**config.mk**
```make
export PLATFORM = sky130hd
export DESIGN_NAME = mpgb_gpio
export DESIGN_NICKNAME = d
export VERILOG_FILES = /design/src/core/mpgb_pkg.sv /design/src/core/mpgb_sync.sv /design/src/core/mpgb_gpio.sv
export VERILOG_INCLUDE_DIRS = /design/src /design/src/core
export SDC_FILE = /design/constraint.sdc
export NUM_CORES = 1
export LEC_CHECK = 0
export ABC_AREA = 1
export BUFFER_PORTS_ARGS = -buffer_cell sky130_fd_sc_hd__buf_2
export CELL_PAD_IN_SITES_DETAIL_PLACEMENT = 2
export CELL_PAD_IN_SITES_GLOBAL_PLACEMENT = 2
export CORE_MARGIN = 4
export CORE_UTILIZATION = 31
export CTS_CLUSTER_DIAMETER = 30
export DETAILED_ROUTE_END_ITERATION = 12
export GPL_TIMING_DRIVEN = 0
export PLACE_DENSITY_LB_ADDON = 0.15
export SETUP_SLACK_MARGIN = 0.15
export SLEW_MARGIN = 20
export SYNTH_ARGS = -nofsm -noshare
export SYNTH_HDL_FRONTEND = slang
export SYNTH_SLANG_ARGS = --single-unit
```
**constraint.sdc**
```tcl
create_clock -name core_clk -period 2.05 [get_ports core_clk]
set_clock_uncertainty 0.15 [all_clocks]
set_input_delay 0.205 -clock core_clk [delete_from_list [all_inputs] [get_ports core_clk]]
set_output_delay 0.205 -clock core_clk [all_outputs]
set_load 0.03 [all_outputs]
```
**src/core/mpgb_map.svh**
```systemverilog
/*
  Register offsets, reset values and option encodings of the multi-port GPIO block.
  Assumes a 16-bit byte address and 8-bit data on the register port.
*/
`ifndef MPGB_MAP_SVH
`define MPGB_MAP_SVH

// ----------------------------------------------------------------------------
// register offsets
// ----------------------------------------------------------------------------
`define MPGB_ADDR_NIB_LATCH 16'hFF02
`define MPGB_ADDR_SP_LATCH 16'hFF03
`define MPGB_ADDR_BYTE_LATCH 16'hFF04
`define MPGB_ADDR_NIB_DIR 16'hFF22
`define MPGB_ADDR_SP_DIR 16'hFF23
`define MPGB_ADDR_BYTE_DIR 16'hFF24
`define MPGB_ADDR_NIB_PU 16'hFF32
`define MPGB_ADDR_SP_PU 16'hFF33
`define MPGB_ADDR_BYTE_PU 16'hFF34
`define MPGB_ADDR_ANA_SEL 16'hFF84

// ----------------------------------------------------------------------------
// field positions
// ----------------------------------------------------------------------------
`define MPGB_SP_IO_BIT 2
`define MPGB_SP_RST_BIT 4

// ----------------------------------------------------------------------------
// reset values
// ----------------------------------------------------------------------------
`define MPGB_RST_DIR8 8'hFF
`define MPGB_RST_DIR4 4'hF
`define MPGB_RST_LATCH8 8'h00
`define MPGB_RST_LATCH4 4'h0
`define MPGB_RST_PU8 8'h00
`define MPGB_RST_PU4 4'h0
`define MPGB_RST_ANA4 4'h0

// ----------------------------------------------------------------------------
// option encodings and oscillator pin masks
// ----------------------------------------------------------------------------
`define MPGB_OPT_CLK_HSI 2'h0
`define MPGB_OPT_CLK_XTAL 2'h1
`define MPGB_OPT_CLK_EXT 2'h2
`define MPGB_CLAIM_XTAL 4'hC
`define MPGB_CLAIM_EXT 4'h8
`define MPGB_CLAIM_NONE 4'h0

`endif

```
**src/core/mpgb_pkg.sv**
```systemverilog
/*
  Types of the multi-port GPIO block.
  Assumes nothing beyond a SystemVerilog compiler.
*/
package mpgb_pkg;

  // ----------------------------------------------------------------------------
  // types
  // ----------------------------------------------------------------------------
  // selected system clock source
  typedef enum logic [1:0] {
    MPGB_CLK_HSI,
    MPGB_CLK_XTAL,
    MPGB_CLK_EXT
  } mpgb_clk_src_t;

  // option fetch state after reset
  typedef enum logic {
    MPGB_OPT_WAIT,
    MPGB_OPT_RUN
  } mpgb_opt_state_t;

endpackage : mpgb_pkg

```
**src/core/mpgb_sync.sv**
```systemverilog
/*
  Two-stage synchroniser bank for pin levels.
  Assumes the inputs are asynchronous to core_clk; only the second stage is read.
*/
module mpgb_sync #(
  parameter int W = 14
) (
  input wire logic core_clk,
  input wire logic rst_n,
  input wire logic [W-1:0] d,
  output logic [W-1:0] q
);

  logic [W-1:0] meta_r;
  logic [W-1:0] sync_r;

  // ----------------------------------------------------------------------------
  // two flops
  // ----------------------------------------------------------------------------
  // first flop feeds only the second
  always_ff @(posedge core_clk) begin
    if (!rst_n) begin
      meta_r <= '0;
      sync_r <= '0;
    end else begin
      meta_r <= d;
      sync_r <= meta_r;
    end
  end

  assign q = sync_r;

endmodule : mpgb_sync

```
**src/core/mpgb_gpio.sv**
```systemverilog
/*
  Multi-port GPIO block: nibble port, single-pin port with reset-shared input,
  byte port, pull-ups, analog select and oscillator pin sharing.
  Assumes an 8-bit register port on core_clk, option bits static from storage,
  and pad cells that apply the pin enables.
*/
// What this block does
// RULE1: four-pin port with latch, per-bit direction from nibble direction register
// RULE2: nibble input pins get pull-up when their pull-up bit is set
// RULE3: internal oscillator leaves both oscillator pins free for port or analog
// RULE4: crystal selected claims both oscillator pins; no port, no analog
// RULE5: external clock claims only the oscillator input pin
// RULE6: reset puts all nibble pins in input mode
// RULE7: both oscillator pins are pulled low during reset
// RULE8: nibble pins also carry analog, timer and interrupt functions
// RULE9: single bidirectional pin with latch, direction and pull-up registers
// RULE10: single bidirectional pin also feeds external interrupt one
// RULE11: reset puts the single bidirectional pin in input mode
// RULE12: input-only pin shares reset; option picks port use after power-on
// RULE13: reset-shared pin in port use is ignored as reset source
// RULE14: option read after release; low pin before that keeps reset held
// RULE15: eight-pin port with latch, per-bit direction and pull-ups
// RULE16: reset puts all byte port pins in input mode
// RULE17: fourteen pins, thirteen bidirectional with pull-ups, one input-only
// RULE18: direction bit zero means output driving, one means input
// RULE19: port read gives pin level for inputs, latch for outputs
// RULE20: analog select bit set puts nibble pin in analog mode
// RULE21: usable output pins drive their latch every cycle; nibble pins 0 and 1 drive their latch ORed with tmr_out
`include "mpgb_map.svh"

module mpgb_gpio (
  input wire logic core_clk,
  input wire logic rst_n,
  input wire logic [15:0] reg_addr,
  input wire logic [7:0] reg_wr_data,
  input wire logic reg_wr,
  input wire logic reg_rd,
  output logic [7:0] reg_rd_data,
  input wire logic [1:0] opt_clk_sel,
  input wire logic opt_rst_pin_as_port,
  output mpgb_pkg::mpgb_clk_src_t clk_src,
  input wire logic [3:0] nib_pin_in,
  output logic [3:0] nib_pin_out,
  output logic [3:0] nib_pin_oe_n,
  output logic [3:0] nib_pu_en,
  output logic [3:0] nib_ana_en,
  output logic osc_pd_en,
  input wire logic [1:0] tmr_out,
  output logic [3:0] nib_alt_in,
  input wire logic sp_pin_in,
  output logic sp_pin_out,
  output logic sp_pin_oe_n,
  output logic sp_pu_en,
  output logic irq_one_in,
  input wire logic rst_shared_pin_in,
  output logic ext_reset_req,
  output logic core_reset_hold,
  input wire logic [7:0] byte_pin_in,
  output logic [7:0] byte_pin_out,
  output logic [7:0] byte_pin_oe_n,
  output logic [7:0] byte_pu_en
);
  import mpgb_pkg::*;

  // ----------------------------------------------------------------------------
  // functions
  // ----------------------------------------------------------------------------
  // pin level for inputs, latch for outputs
  function automatic logic [7:0] port_rd(input logic [7:0] dir, input logic [7:0] latch,
                                         input logic [7:0] pin);
    port_rd = (dir & pin) | (~dir & latch); // RULE19
  endfunction : port_rd

  // option code to clock source
  function automatic mpgb_clk_src_t clk_decode(input logic [1:0] code);
    mpgb_clk_src_t src;
    src = MPGB_CLK_HSI;
    if (code == `MPGB_OPT_CLK_XTAL) begin
      src = MPGB_CLK_XTAL;
    end else if (code == `MPGB_OPT_CLK_EXT) begin
      src = MPGB_CLK_EXT;
    end
    clk_decode = src;
  endfunction : clk_decode

  // ----------------------------------------------------------------------------
  // declarations
  // ----------------------------------------------------------------------------
  logic [3:0] nib_latch_r;
  logic [3:0] nib_dir_r;
  logic [3:0] nib_pu_r;
  logic [3:0] ana_sel_r;
  logic sp_latch_r;
  logic sp_dir_r;
  logic sp_pu_r;
  logic [7:0] byte_latch_r;
  logic [7:0] byte_dir_r;
  logic [7:0] byte_pu_r;
  logic [7:0] rd_data_r;
  logic [7:0] rd_data_nxt;
  mpgb_opt_state_t opt_state_r;
  mpgb_clk_src_t clk_src_r;
  logic rst_pin_as_port_r;
  logic osc_pd_r;
  logic ext_req_r;
  logic hold_r;
  logic [3:0] nib_out_r;
  logic [3:0] nib_oe_n_r;
  logic [3:0] nib_pu_en_r;
  logic [3:0] nib_ana_r;
  logic [3:0] nib_alt_r;
  logic sp_out_r;
  logic sp_oe_n_r;
  logic sp_pu_en_r;
  logic irq_one_r;
  logic [7:0] byte_out_r;
  logic [7:0] byte_oe_n_r;
  logic [7:0] byte_pu_en_r;
  logic [13:0] pins_s;

  // ----------------------------------------------------------------------------
  // pin synchronisers
  // ----------------------------------------------------------------------------
  mpgb_sync #(.W(14)) u_sync (
    .core_clk(core_clk),
    .rst_n(rst_n),
    .d({rst_shared_pin_in, sp_pin_in, byte_pin_in, nib_pin_in}),
    .q(pins_s)
  );

  wire [3:0] nib_pin_s = pins_s[3:0];
  wire [7:0] byte_pin_s = pins_s[11:4];
  wire sp_pin_s = pins_s[12];
  wire rst_pin_s = pins_s[13];

  // ----------------------------------------------------------------------------
  // address decode
  // ----------------------------------------------------------------------------
  wire sel_nib_latch = (reg_addr == `MPGB_ADDR_NIB_LATCH);
  wire sel_sp_latch = (reg_addr == `MPGB_ADDR_SP_LATCH);
  wire sel_byte_latch = (reg_addr == `MPGB_ADDR_BYTE_LATCH);
  wire sel_nib_dir = (reg_addr == `MPGB_ADDR_NIB_DIR);
  wire sel_sp_dir = (reg_addr == `MPGB_ADDR_SP_DIR);
  wire sel_byte_dir = (reg_addr == `MPGB_ADDR_BYTE_DIR);
  wire sel_nib_pu = (reg_addr == `MPGB_ADDR_NIB_PU);
  wire sel_sp_pu = (reg_addr == `MPGB_ADDR_SP_PU);
  wire sel_byte_pu = (reg_addr == `MPGB_ADDR_BYTE_PU);
  wire sel_ana = (reg_addr == `MPGB_ADDR_ANA_SEL);

  // ----------------------------------------------------------------------------
  // oscillator pin claim and pin usability
  // ----------------------------------------------------------------------------
  // crystal takes both pins, external clock only the input pin
  wire [3:0] osc_claim = (clk_src_r == MPGB_CLK_XTAL) ? `MPGB_CLAIM_XTAL : // RULE4
                         (clk_src_r == MPGB_CLK_EXT) ? `MPGB_CLAIM_EXT : // RULE5
                         `MPGB_CLAIM_NONE; // RULE3
  wire [3:0] nib_own = ~osc_claim & ~ana_sel_r; // RULE20
  wire [3:0] nib_drv = ~nib_dir_r & nib_own; // RULE18
  wire [7:0] nib_rd_all = port_rd({4'h0, nib_dir_r}, {4'h0, nib_latch_r}, {4'h0, nib_pin_s});
  wire [3:0] nib_rd = nib_rd_all[3:0] & nib_own; // RULE19
  wire sp_drv = ~sp_dir_r; // RULE9
  wire [7:0] byte_drv = ~byte_dir_r; // RULE15
  wire [7:0] sp_rd_all = port_rd({7'h00, sp_dir_r}, {7'h00, sp_latch_r}, {7'h00, sp_pin_s});
  wire sp_rd = sp_rd_all[0]; // RULE19
  wire rst_pin_rd = rst_pin_as_port_r & rst_pin_s; // RULE12

  // ----------------------------------------------------------------------------
  // read data mux
  // ----------------------------------------------------------------------------
  // unimplemented direction bits read one, others zero
  always_comb begin
    rd_data_nxt = 8'h00;
    if (sel_nib_latch) begin
      rd_data_nxt = {4'h0, nib_rd};
    end else if (sel_sp_latch) begin
      rd_data_nxt[`MPGB_SP_IO_BIT] = sp_rd;
      rd_data_nxt[`MPGB_SP_RST_BIT] = rst_pin_rd;
    end else if (sel_byte_latch) begin
      rd_data_nxt = port_rd(byte_dir_r, byte_latch_r, byte_pin_s); // RULE19
    end else if (sel_nib_dir) begin
      rd_data_nxt = {4'hF, nib_dir_r};
    end else if (sel_sp_dir) begin
      rd_data_nxt = 8'hFF;
      rd_data_nxt[`MPGB_SP_IO_BIT] = sp_dir_r;
    end else if (sel_byte_dir) begin
      rd_data_nxt = byte_dir_r;
    end else if (sel_nib_pu) begin
      rd_data_nxt = {4'h0, nib_pu_r};
    end else if (sel_sp_pu) begin
      rd_data_nxt[`MPGB_SP_IO_BIT] = sp_pu_r;
    end else if (sel_byte_pu) begin
      rd_data_nxt = byte_pu_r;
    end else if (sel_ana) begin
      rd_data_nxt = {4'h0, ana_sel_r};
    end
  end

  // read data stands one cycle after the strobe
  always_ff @(posedge core_clk) begin
    if (!rst_n) begin
      rd_data_r <= 8'h00;
    end else begin
      rd_data_r <= reg_rd ? rd_data_nxt : 8'h00;
    end
  end

  // ----------------------------------------------------------------------------
  // control registers
  // ----------------------------------------------------------------------------
  // nibble port registers
  always_ff @(posedge core_clk) begin
    if (!rst_n) begin
      nib_latch_r <= `MPGB_RST_LATCH4;
      nib_dir_r <= `MPGB_RST_DIR4; // RULE6
      nib_pu_r <= `MPGB_RST_PU4;
      ana_sel_r <= `MPGB_RST_ANA4;
    end else if (reg_wr) begin
      if (sel_nib_latch) nib_latch_r <= reg_wr_data[3:0]; // RULE1
      if (sel_nib_dir) nib_dir_r <= reg_wr_data[3:0]; // RULE1
      if (sel_nib_pu) nib_pu_r <= reg_wr_data[3:0]; // RULE2
      if (sel_ana) ana_sel_r <= reg_wr_data[3:0]; // RULE20
    end
  end

  // single-pin port registers
  always_ff @(posedge core_clk) begin
    if (!rst_n) begin
      sp_latch_r <= 1'b0;
      sp_dir_r <= 1'b1; // RULE11
      sp_pu_r <= 1'b0;
    end else if (reg_wr) begin
      if (sel_sp_latch) sp_latch_r <= reg_wr_data[`MPGB_SP_IO_BIT]; // RULE9
      if (sel_sp_dir) sp_dir_r <= reg_wr_data[`MPGB_SP_IO_BIT]; // RULE9
      if (sel_sp_pu) sp_pu_r <= reg_wr_data[`MPGB_SP_IO_BIT]; // RULE9
    end
  end

  // byte port registers
  always_ff @(posedge core_clk) begin
    if (!rst_n) begin
      byte_latch_r <= `MPGB_RST_LATCH8;
      byte_dir_r <= `MPGB_RST_DIR8; // RULE16
      byte_pu_r <= `MPGB_RST_PU8;
    end else if (reg_wr) begin
      if (sel_byte_latch) byte_latch_r <= reg_wr_data; // RULE15
      if (sel_byte_dir) byte_dir_r <= reg_wr_data; // RULE15
      if (sel_byte_pu) byte_pu_r <= reg_wr_data; // RULE15
    end
  end

  // ----------------------------------------------------------------------------
  // option fetch and reset-shared pin
  // ----------------------------------------------------------------------------
  // option is taken only once the shared pin is high after release
  wire opt_take = (opt_state_r == MPGB_OPT_WAIT) && rst_pin_s; // RULE14
  wire ext_req_nxt = (opt_state_r == MPGB_OPT_RUN) && !rst_pin_as_port_r
                     && !rst_pin_s; // RULE13
  wire hold_nxt = ((opt_state_r == MPGB_OPT_WAIT) && !opt_take) || ext_req_nxt; // RULE14

  always_ff @(posedge core_clk) begin
    if (!rst_n) begin
      opt_state_r <= MPGB_OPT_WAIT;
      clk_src_r <= MPGB_CLK_HSI;
      rst_pin_as_port_r <= 1'b0; // RULE12
    end else if (opt_take) begin
      opt_state_r <= MPGB_OPT_RUN;
      clk_src_r <= clk_decode(opt_clk_sel);
      rst_pin_as_port_r <= opt_rst_pin_as_port; // RULE12
    end
  end

  // reset request, hold and oscillator pin pull-down
  always_ff @(posedge core_clk) begin
    if (!rst_n) begin
      osc_pd_r <= 1'b1; // RULE7
      ext_req_r <= 1'b0;
      hold_r <= 1'b1;
    end else begin
      osc_pd_r <= 1'b0;
      ext_req_r <= ext_req_nxt;
      hold_r <= hold_nxt;
    end
  end

  // ----------------------------------------------------------------------------
  // pin drivers
  // ----------------------------------------------------------------------------
  // nibble pins: latch or timer output, pull-up only on inputs
  always_ff @(posedge core_clk) begin
    if (!rst_n) begin
      nib_out_r <= 4'h0;
      nib_oe_n_r <= 4'hF;
      nib_pu_en_r <= 4'h0;
      nib_ana_r <= 4'h0;
      nib_alt_r <= 4'h0;
    end else begin
      nib_out_r <= (nib_latch_r | {2'b00, tmr_out}) & nib_drv; // RULE21 RULE8
      nib_oe_n_r <= ~nib_drv; // RULE1 RULE18
      nib_pu_en_r <= nib_pu_r & nib_dir_r & nib_own; // RULE2
      nib_ana_r <= ana_sel_r & ~osc_claim; // RULE20 RULE4 RULE5
      nib_alt_r <= nib_pin_s & nib_own; // RULE8
    end
  end

  // single pin and byte port
  always_ff @(posedge core_clk) begin
    if (!rst_n) begin
      sp_out_r <= 1'b0;
      sp_oe_n_r <= 1'b1;
      sp_pu_en_r <= 1'b0;
      irq_one_r <= 1'b0;
      byte_out_r <= 8'h00;
      byte_oe_n_r <= 8'hFF;
      byte_pu_en_r <= 8'h00;
    end else begin
      sp_out_r <= sp_latch_r & sp_drv; // RULE21
      sp_oe_n_r <= ~sp_drv; // RULE9 RULE18
      sp_pu_en_r <= sp_pu_r & sp_dir_r; // RULE9 RULE17
      irq_one_r <= sp_pin_s; // RULE10
      byte_out_r <= byte_latch_r & byte_drv; // RULE21
      byte_oe_n_r <= ~byte_drv; // RULE15 RULE18
      byte_pu_en_r <= byte_pu_r & byte_dir_r; // RULE15 RULE17
    end
  end

  // ----------------------------------------------------------------------------
  // outputs
  // ----------------------------------------------------------------------------
  assign reg_rd_data = rd_data_r;
  assign clk_src = clk_src_r;
  assign nib_pin_out = nib_out_r;
  assign nib_pin_oe_n = nib_oe_n_r;
  assign nib_pu_en = nib_pu_en_r;
  assign nib_ana_en = nib_ana_r;
  assign nib_alt_in = nib_alt_r;
  assign osc_pd_en = osc_pd_r;
  assign sp_pin_out = sp_out_r;
  assign sp_pin_oe_n = sp_oe_n_r;
  assign sp_pu_en = sp_pu_en_r;
  assign irq_one_in = irq_one_r;
  assign ext_reset_req = ext_req_r;
  assign core_reset_hold = hold_r;
  assign byte_pin_out = byte_out_r;
  assign byte_pin_oe_n = byte_oe_n_r;
  assign byte_pu_en = byte_pu_en_r;
endmodule : mpgb_gpio

```
==> results of run 1 <==
==> flip-flops by register name, summed over array words and instances, names as in the netlist, 2 cells and up <==
name,cells
nib_dir_r,4
nib_pin_oe_n,4
byte_pu_en,8
nib_pu_en,4
nib_latch_r,4
nib_ana_en,4
reg_rd_data,8
u_sync.meta_r,14
clk_src,2
byte_dir_r,8
nib_alt_in,4
nib_pin_out,4
u_sync.q,14
byte_pin_oe_n,8
nib_pu_r,4
byte_pin_out,8
byte_pu_r,8
byte_latch_r,8
ana_sel_r,4
==> area by class of cell <==
type | instances | area share [%]
Clock buffer | 20 | 6.65
Sequential cell | 134 | 39.9
Clock inverter | 12 | 2.27
Inverter | 118 | 6.67
Multi-Input combinational cell | 334 | 27.5
Timing Repair Buffer | 132 | 11.7
Buffer | 17 | 1.19
Tap cell | 216 | 4.02
==> repair_timing <==
action                     CTS  global route
setup endpoints to repair    1             2
hold buffers                25             0
cloned                       0             0
buffers inserted             0             0
resized for setup            1             3
hold endpoints to repair    29             0
==> critical path: stages (launching register included) <==
cell and delay, ns:
dfxtp_1 0.35, inv_1 0.07, ha_1 0.30, inv_1 0.06, nor2_1 0.09, inv_1 0.09, nor2_2 0.11, nand2_1 0.10
o31ai_1 0.10, nand2_1 0.12, a21oi_2 0.19
==> logic make-up (layout without fill, tap and decap cells) <==
kind of cell             after synthesis  in the layout
AO/OA/AOI/OAI                        102            102
adder cells (fa/ha/maj)                1              1
buffers and inverters                135            299
flip-flops                           134            134
AND/OR/NAND/NOR                      231            231
==> worst max-delay path by stage <==
stage | end | slack [ns] | cells after the start
after global routing | reg_rd_data[3] | 0.12 | 10
after detailed placement | nib_latch_r[3] | -0.05 | 5
after CTS | reg_rd_data[3] | 0.22 | 10
final | reg_rd_data[3] | 0.23 | 10
after floorplan | reg_rd_data[3] | 0.38 | 10
after global placement | nib_latch_r[3] | 0.04 | 5
==> power groups by stage <==
| stage | Clock (mW) | Combinational [mW] | Sequential, mW |
|---|---|---|---|
| after floorplan | 0 | 0.120 | 2.72 |
| after detailed placement | 0 | 0.270 | 2.71 |
| final | 3.10 | 0.307 | 2.65 |
| after global routing | 3.28 | 0.339 | 2.66 |
| after CTS | 3.16 | 0.309 | 2.65 |
| after global placement | 0 | 0.260 | 2.71 |
==> per-layer routing <==
layer / global-route usage (%) / vias to the layer above / wire length, um / part of all wire [%]
li1: - / 2213 / - / -
met1: 25.3 / 2273 / 7890 / 44
met2: 36.4 / 105 / 9170 / 51
met3: 3.42 / 26 / 726 / 4.0
met4: 6.55 / 0 / 312 / 1.7
met5: 0 / - / 0 / 0
==> cells in the final DEF, fill, tap and decap left out, types with 17 or more instances in the layout <==
cell,synthesis,final
clkbuf_16,0,17
nor3_1,25,25
dlygate4sd3_1,0,25
nand3_1,27,27
nor2_1,35,33
a21oi_1,35,34
nand2_1,101,101
buf_2,1,108
inv_1,111,111
o21ai_0,33,33
dfxtp_1,134,134
==> run summary, run 1 <==
Die X - 136 um
Starting Density - 31.8%
Reg area - 0.00268 mm^2
Main combinational cell family by area after synthesis - simple AND/OR/NAND/NOR gates
Post-synthesis instance area - 0.00504 mm^2
Critical Path Start Type - flop
CTS Buf Count - 17
MaxCap Viol Count - 0
Final Instance Area - 0.00672 mm^2
Post-synth ARST share - 0%
Outcome - completed
WL/cell - 18.4 um
Peak supply drop - 0.000594 V
Power share of the combinational group - 5.1%
Critical path endpoint category - flop
RSZ-0062 raised after global routing - true
Top cells by area, synth - dfxtp_1 53%, inv_1 8.3%, nand2_1 7.5%
Seq/Total Area, Yosys - 53.2%
Starting DRT DRC Count - 191
Synth Register Bits - 134
Worst Path Arrival - 2.01 ns
WHS - 0.0372 ns
H-Tree Depth - 4
Worst min path class - in -> reg
Tightest Pin Transition - 0.818 ns
Nets@finish - 802
Clk pin slew, worst setup/hold paths - 0.06 ns
Simple-Gate Fraction of Synth Area - 23.5%
Antenna violations before repair - 0
First-pass GRT wire length - 28600 um
Design Power - 6.06 mW
Synth Area in Adders - 0.248%
Crit path kind - reg -> reg
Post-synthesis compound-gate area fraction - 12.6%
Net Sw Power - 1.38 mW
CTS root buffer - clkbuf_16
Crit Path Max Fanout - 4
Internal power component - 4.69 mW
Tcrit/Tclk final - 88.8%
Multi-input gate area - 0.00185 mm^2
Ys flop type - dfxtp_1
Most common cell in the synthesized netlist - dfxtp_1
Worst r2r dst - reg_rd_data[3]
XOR/XNOR Fraction of Synth Area - 0%
Fillcell total - 1829
Die area - 0.0184 mm^2
DP Wirelength - 13400 um
CP Data Required Time - 2.24 ns
Area of the core - 0.0159 mm^2
Leakage power - 3.30 nW
Reg2Reg Depth - 10
Clock sinks - 134
Cells after synthesis - 603
Cell accounting for the most synthesized area - dfxtp_1
Pwr dens - 903 mW/mm^2
Syn nets - 651
Final setup vio count - 0
Final Slew Violations - 0
Max-slew headroom - 45.5%
Min Tclk post-route - 1.82 ns
CTS tree - built
Die height - 136 um
EDFF count, synth - 0
Hold path start - reg_wr_data[0]
DRT antenna net count - 0
Gr usage total - 20.5%
Top cell type's share of synthesized area - 53.2%
Setup WS pre-CTS - -0.0483 ns
Final routed DRC violation total - 0
N_diodes - 0
Setup TNS - 0 ns
# port buffers - 107
Post-synth top cells - 134 x dfxtp_1, 111 x inv_1, 101 x nand2_1
Clk_lat worst skew - 0.42 ns
Final Wtd Congestion - 0.850
Crit Reg-Reg Startpoint - clk_src[1]
Maximum root-to-sink buffer count - 2
Vias/cell - 4.70
Post-DP Area - 0.00585 mm^2
Beginning of the critical path - clk_src[1]
Final setup margin - 0.229 ns
Vias - 4617
Hold Path Sink - byte_latch_r[0]
Final Non-Filler Cells - 983
Synth warn - 0
Synth-to-layout area growth - 33.1%
Switch share - 22.7%
Vias in the first global route - 5112
Avg Cell Area, Syn - 8.36 um^2
Total detailed-routing wirelength - 18100 um
Post-synthesis mux area share - 0%
Largest net degree at the start of global routing - 17
Fmax - 0.549 GHz
Router iterations before antenna repair - 4
Hold Path Cell Cnt - 3
Global route overflow - 0
Netlist cell types - 37
Share of post-route cells with drive strength above 1 - 25.2%
Clock power frac - 51.2%
Placed cell count - 926
Reg power frac - 43.8%
Final Hold Viols - 0
I/O Pins - 108
Final Util - 42.3%
Reg2Reg Setup Slack - 0.23 ns
Placement Rows - 46
(Power assumes the default switching activity.)
==> inputs of run 2 (changes only) <==
- CAP_MARGIN: not set -> 0
- CORE_UTILIZATION: 31 -> 28
- SLEW_MARGIN: 20 -> 10
- clock period: 2.05 -> 1.5 ns (I/O delays scaled with it)
==> run summary, run 2 (synthesized netlist as in run 1, its figures left out) <==
Leakage power - 3.57 nW
Tcrit/Tclk final - 107%
Maximum root-to-sink buffer count - 2
Vias - 4703
Clock power frac - 54.8%
Antenna violations before repair - 0
Critical Path Start Type - flop
Gr usage total - 18.9%
CP Data Required Time - 1.70 ns
Fmax - 0.621 GHz
Nets@finish - 831
CTS root buffer - clkbuf_16
Max-slew headroom - 37.6%
Switch share - 21.0%
H-Tree Depth - 4
Multi-input gate area - 0.00208 mm^2
Share of post-route cells with drive strength above 1 - 32.8%
Most common cell after layout, fill and taps aside - dfxtp_1
Peak supply drop - 0.000750 V
Final Slew Violations - 0
Final Wtd Congestion - 0.870
MaxCap Viol Count - 0
Final setup vio count - 5
Worst min path class - in -> reg
Tightest Pin Transition - 0.936 ns
Crit Path Max Fanout - 3
Design Power - 9.14 mW
First-pass GRT wire length - 29200 um
Post-DP Area - 0.00593 mm^2
CTS Buf Count - 17
RSZ-0062 raised after global routing - true
Starting DRT DRC Count - 153
Min Tclk post-route - 1.61 ns
I/O Pins - 108
Crit path kind - reg -> reg
Die height - 142 um
Global route overflow - 0
Pwr dens - 1240 mW/mm^2
WL/cell - 18.5 um
Vias in the first global route - 5247
Setup TNS - -0.229 ns
Outcome - finished with violations
Clock sinks - 134
Largest net degree at the start of global routing - 17
Synth-to-layout area growth - 46.2%
Final Instance Area - 0.00737 mm^2
Reg power frac - 39.7%
DP Wirelength - 13200 um
# port buffers - 107
Starting Density - 28.9%
Router iterations before antenna repair - 4
Vias/cell - 4.61
Worst Path Arrival - 1.81 ns
Failing checks - setup timing
Clk_lat worst skew - 0.43 ns
Placement Rows - 48
Die X - 142 um
Fillcell total - 1937
Final Non-Filler Cells - 1021
Clk pin slew, worst setup/hold paths - 0.06 ns
Reg area - 0.00269 mm^2
Final Hold Viols - 0
Power share of the combinational group - 5.5%
N_diodes - 0
Internal power component - 7.23 mW
Total detailed-routing wirelength - 18900 um
Final routed DRC violation total - 0
Commonest non-fill, non-tap cells in the layout - 130 x dfxtp_1, 106 x inv_1, 101 x buf_2, 91 x nand2_1, 33 x a21oi_1
Critical path endpoint category - flop
Placed cell count - 935
Die area - 0.0202 mm^2
Area of the core - 0.0175 mm^2
Final setup margin - -0.110 ns
CTS tree - built
Net Sw Power - 1.92 mW
DRT antenna net count - 0
run 2: cell types whose count changed in the layout (fill, tap and decap cells not counted), moves of 7 or more:
cell     before  now
nor2_4        9   21
buf_4         0   22
buf_6         2    9
nand2_1     101   91
o21ai_0      33   26
buf_2       108  101
nor2_1       33   26
run 2: timing repair:
item,CTS,global route
pin swaps,16,19
setup buffers,18,8
hold buffers,28,0
gates resized for setup,42,32
endpoints found under the hold margin,41,0
endpoints found under the setup margin,31,37
run 2: power by group through the flow:
| stage | clock, mW | combinational (mW) | sequential (mW) |
|---|---|---|---|
| after global routing | 5.29 | 0.555 | 3.63 |
| after global placement | 0 | 0.367 | 3.70 |
| after CTS | 5.10 | 0.475 | 3.62 |
| after floorplan | 0 | 0.169 | 3.71 |
| final | 5.01 | 0.507 | 3.63 |
| after detailed placement | 0 | 0.380 | 3.70 |
run 2: area by class of cell:
cell class,instances,share of cell area (%)
sequential,134,36.5
timing repair buffer,161,14.3
clock buffer,21,6.38
clock inverter,11,3.28
buffer,17,1.22
inverter,118,6.21
multi-input combinational,334,28.3
tap,225,3.82
run 2: worst paths after layout:
path / to / from / slack [ns] / cells after the start
min: byte_latch_r[2] / reg_wr / 0.05 / 4
max reg2reg: reg_rd_data[3] / clk_src[1] / -0.11 / 10
max: reg_rd_data[3] / clk_src[1] / -0.11 / 10
min reg2reg: u_sync.q[2] / u_sync.meta_r[2] / 0.26 / 2
run 2: per-layer routing:
layer	track usage, %	vias up	share of wire [%]
met5	0	-	0
met4	4.90	0	1.1
met3	3.73	15	4.2
met2	33.1	105	50
met1	23.7	2313	45
li1	-	2270	-
run 2: critical path, cell delays in order (launching register included):
cell,delay [ns]
dfxtp_4,0.36
inv_4,0.04
ha_4,0.26
inv_4,0.04
nor2_4,0.10
inv_4,0.06
nor2_4,0.13
nand2_2,0.09
o31ai_2,0.07
nand2_1,0.10
a21oi_2,0.14
run 2: metrics by stage:
stage,hold WS (ns),utilization (%),setup slack [ns]
after floorplan,0.0976,-,-0.000319
after global placement,0.183,33.9,-0.461
after detailed placement,0.191,33.9,-0.493
after CTS,-0.00401,41.2,-0.0887
after global routing,0.0516,42.2,-0.160
final,0.0454,42.2,-0.110
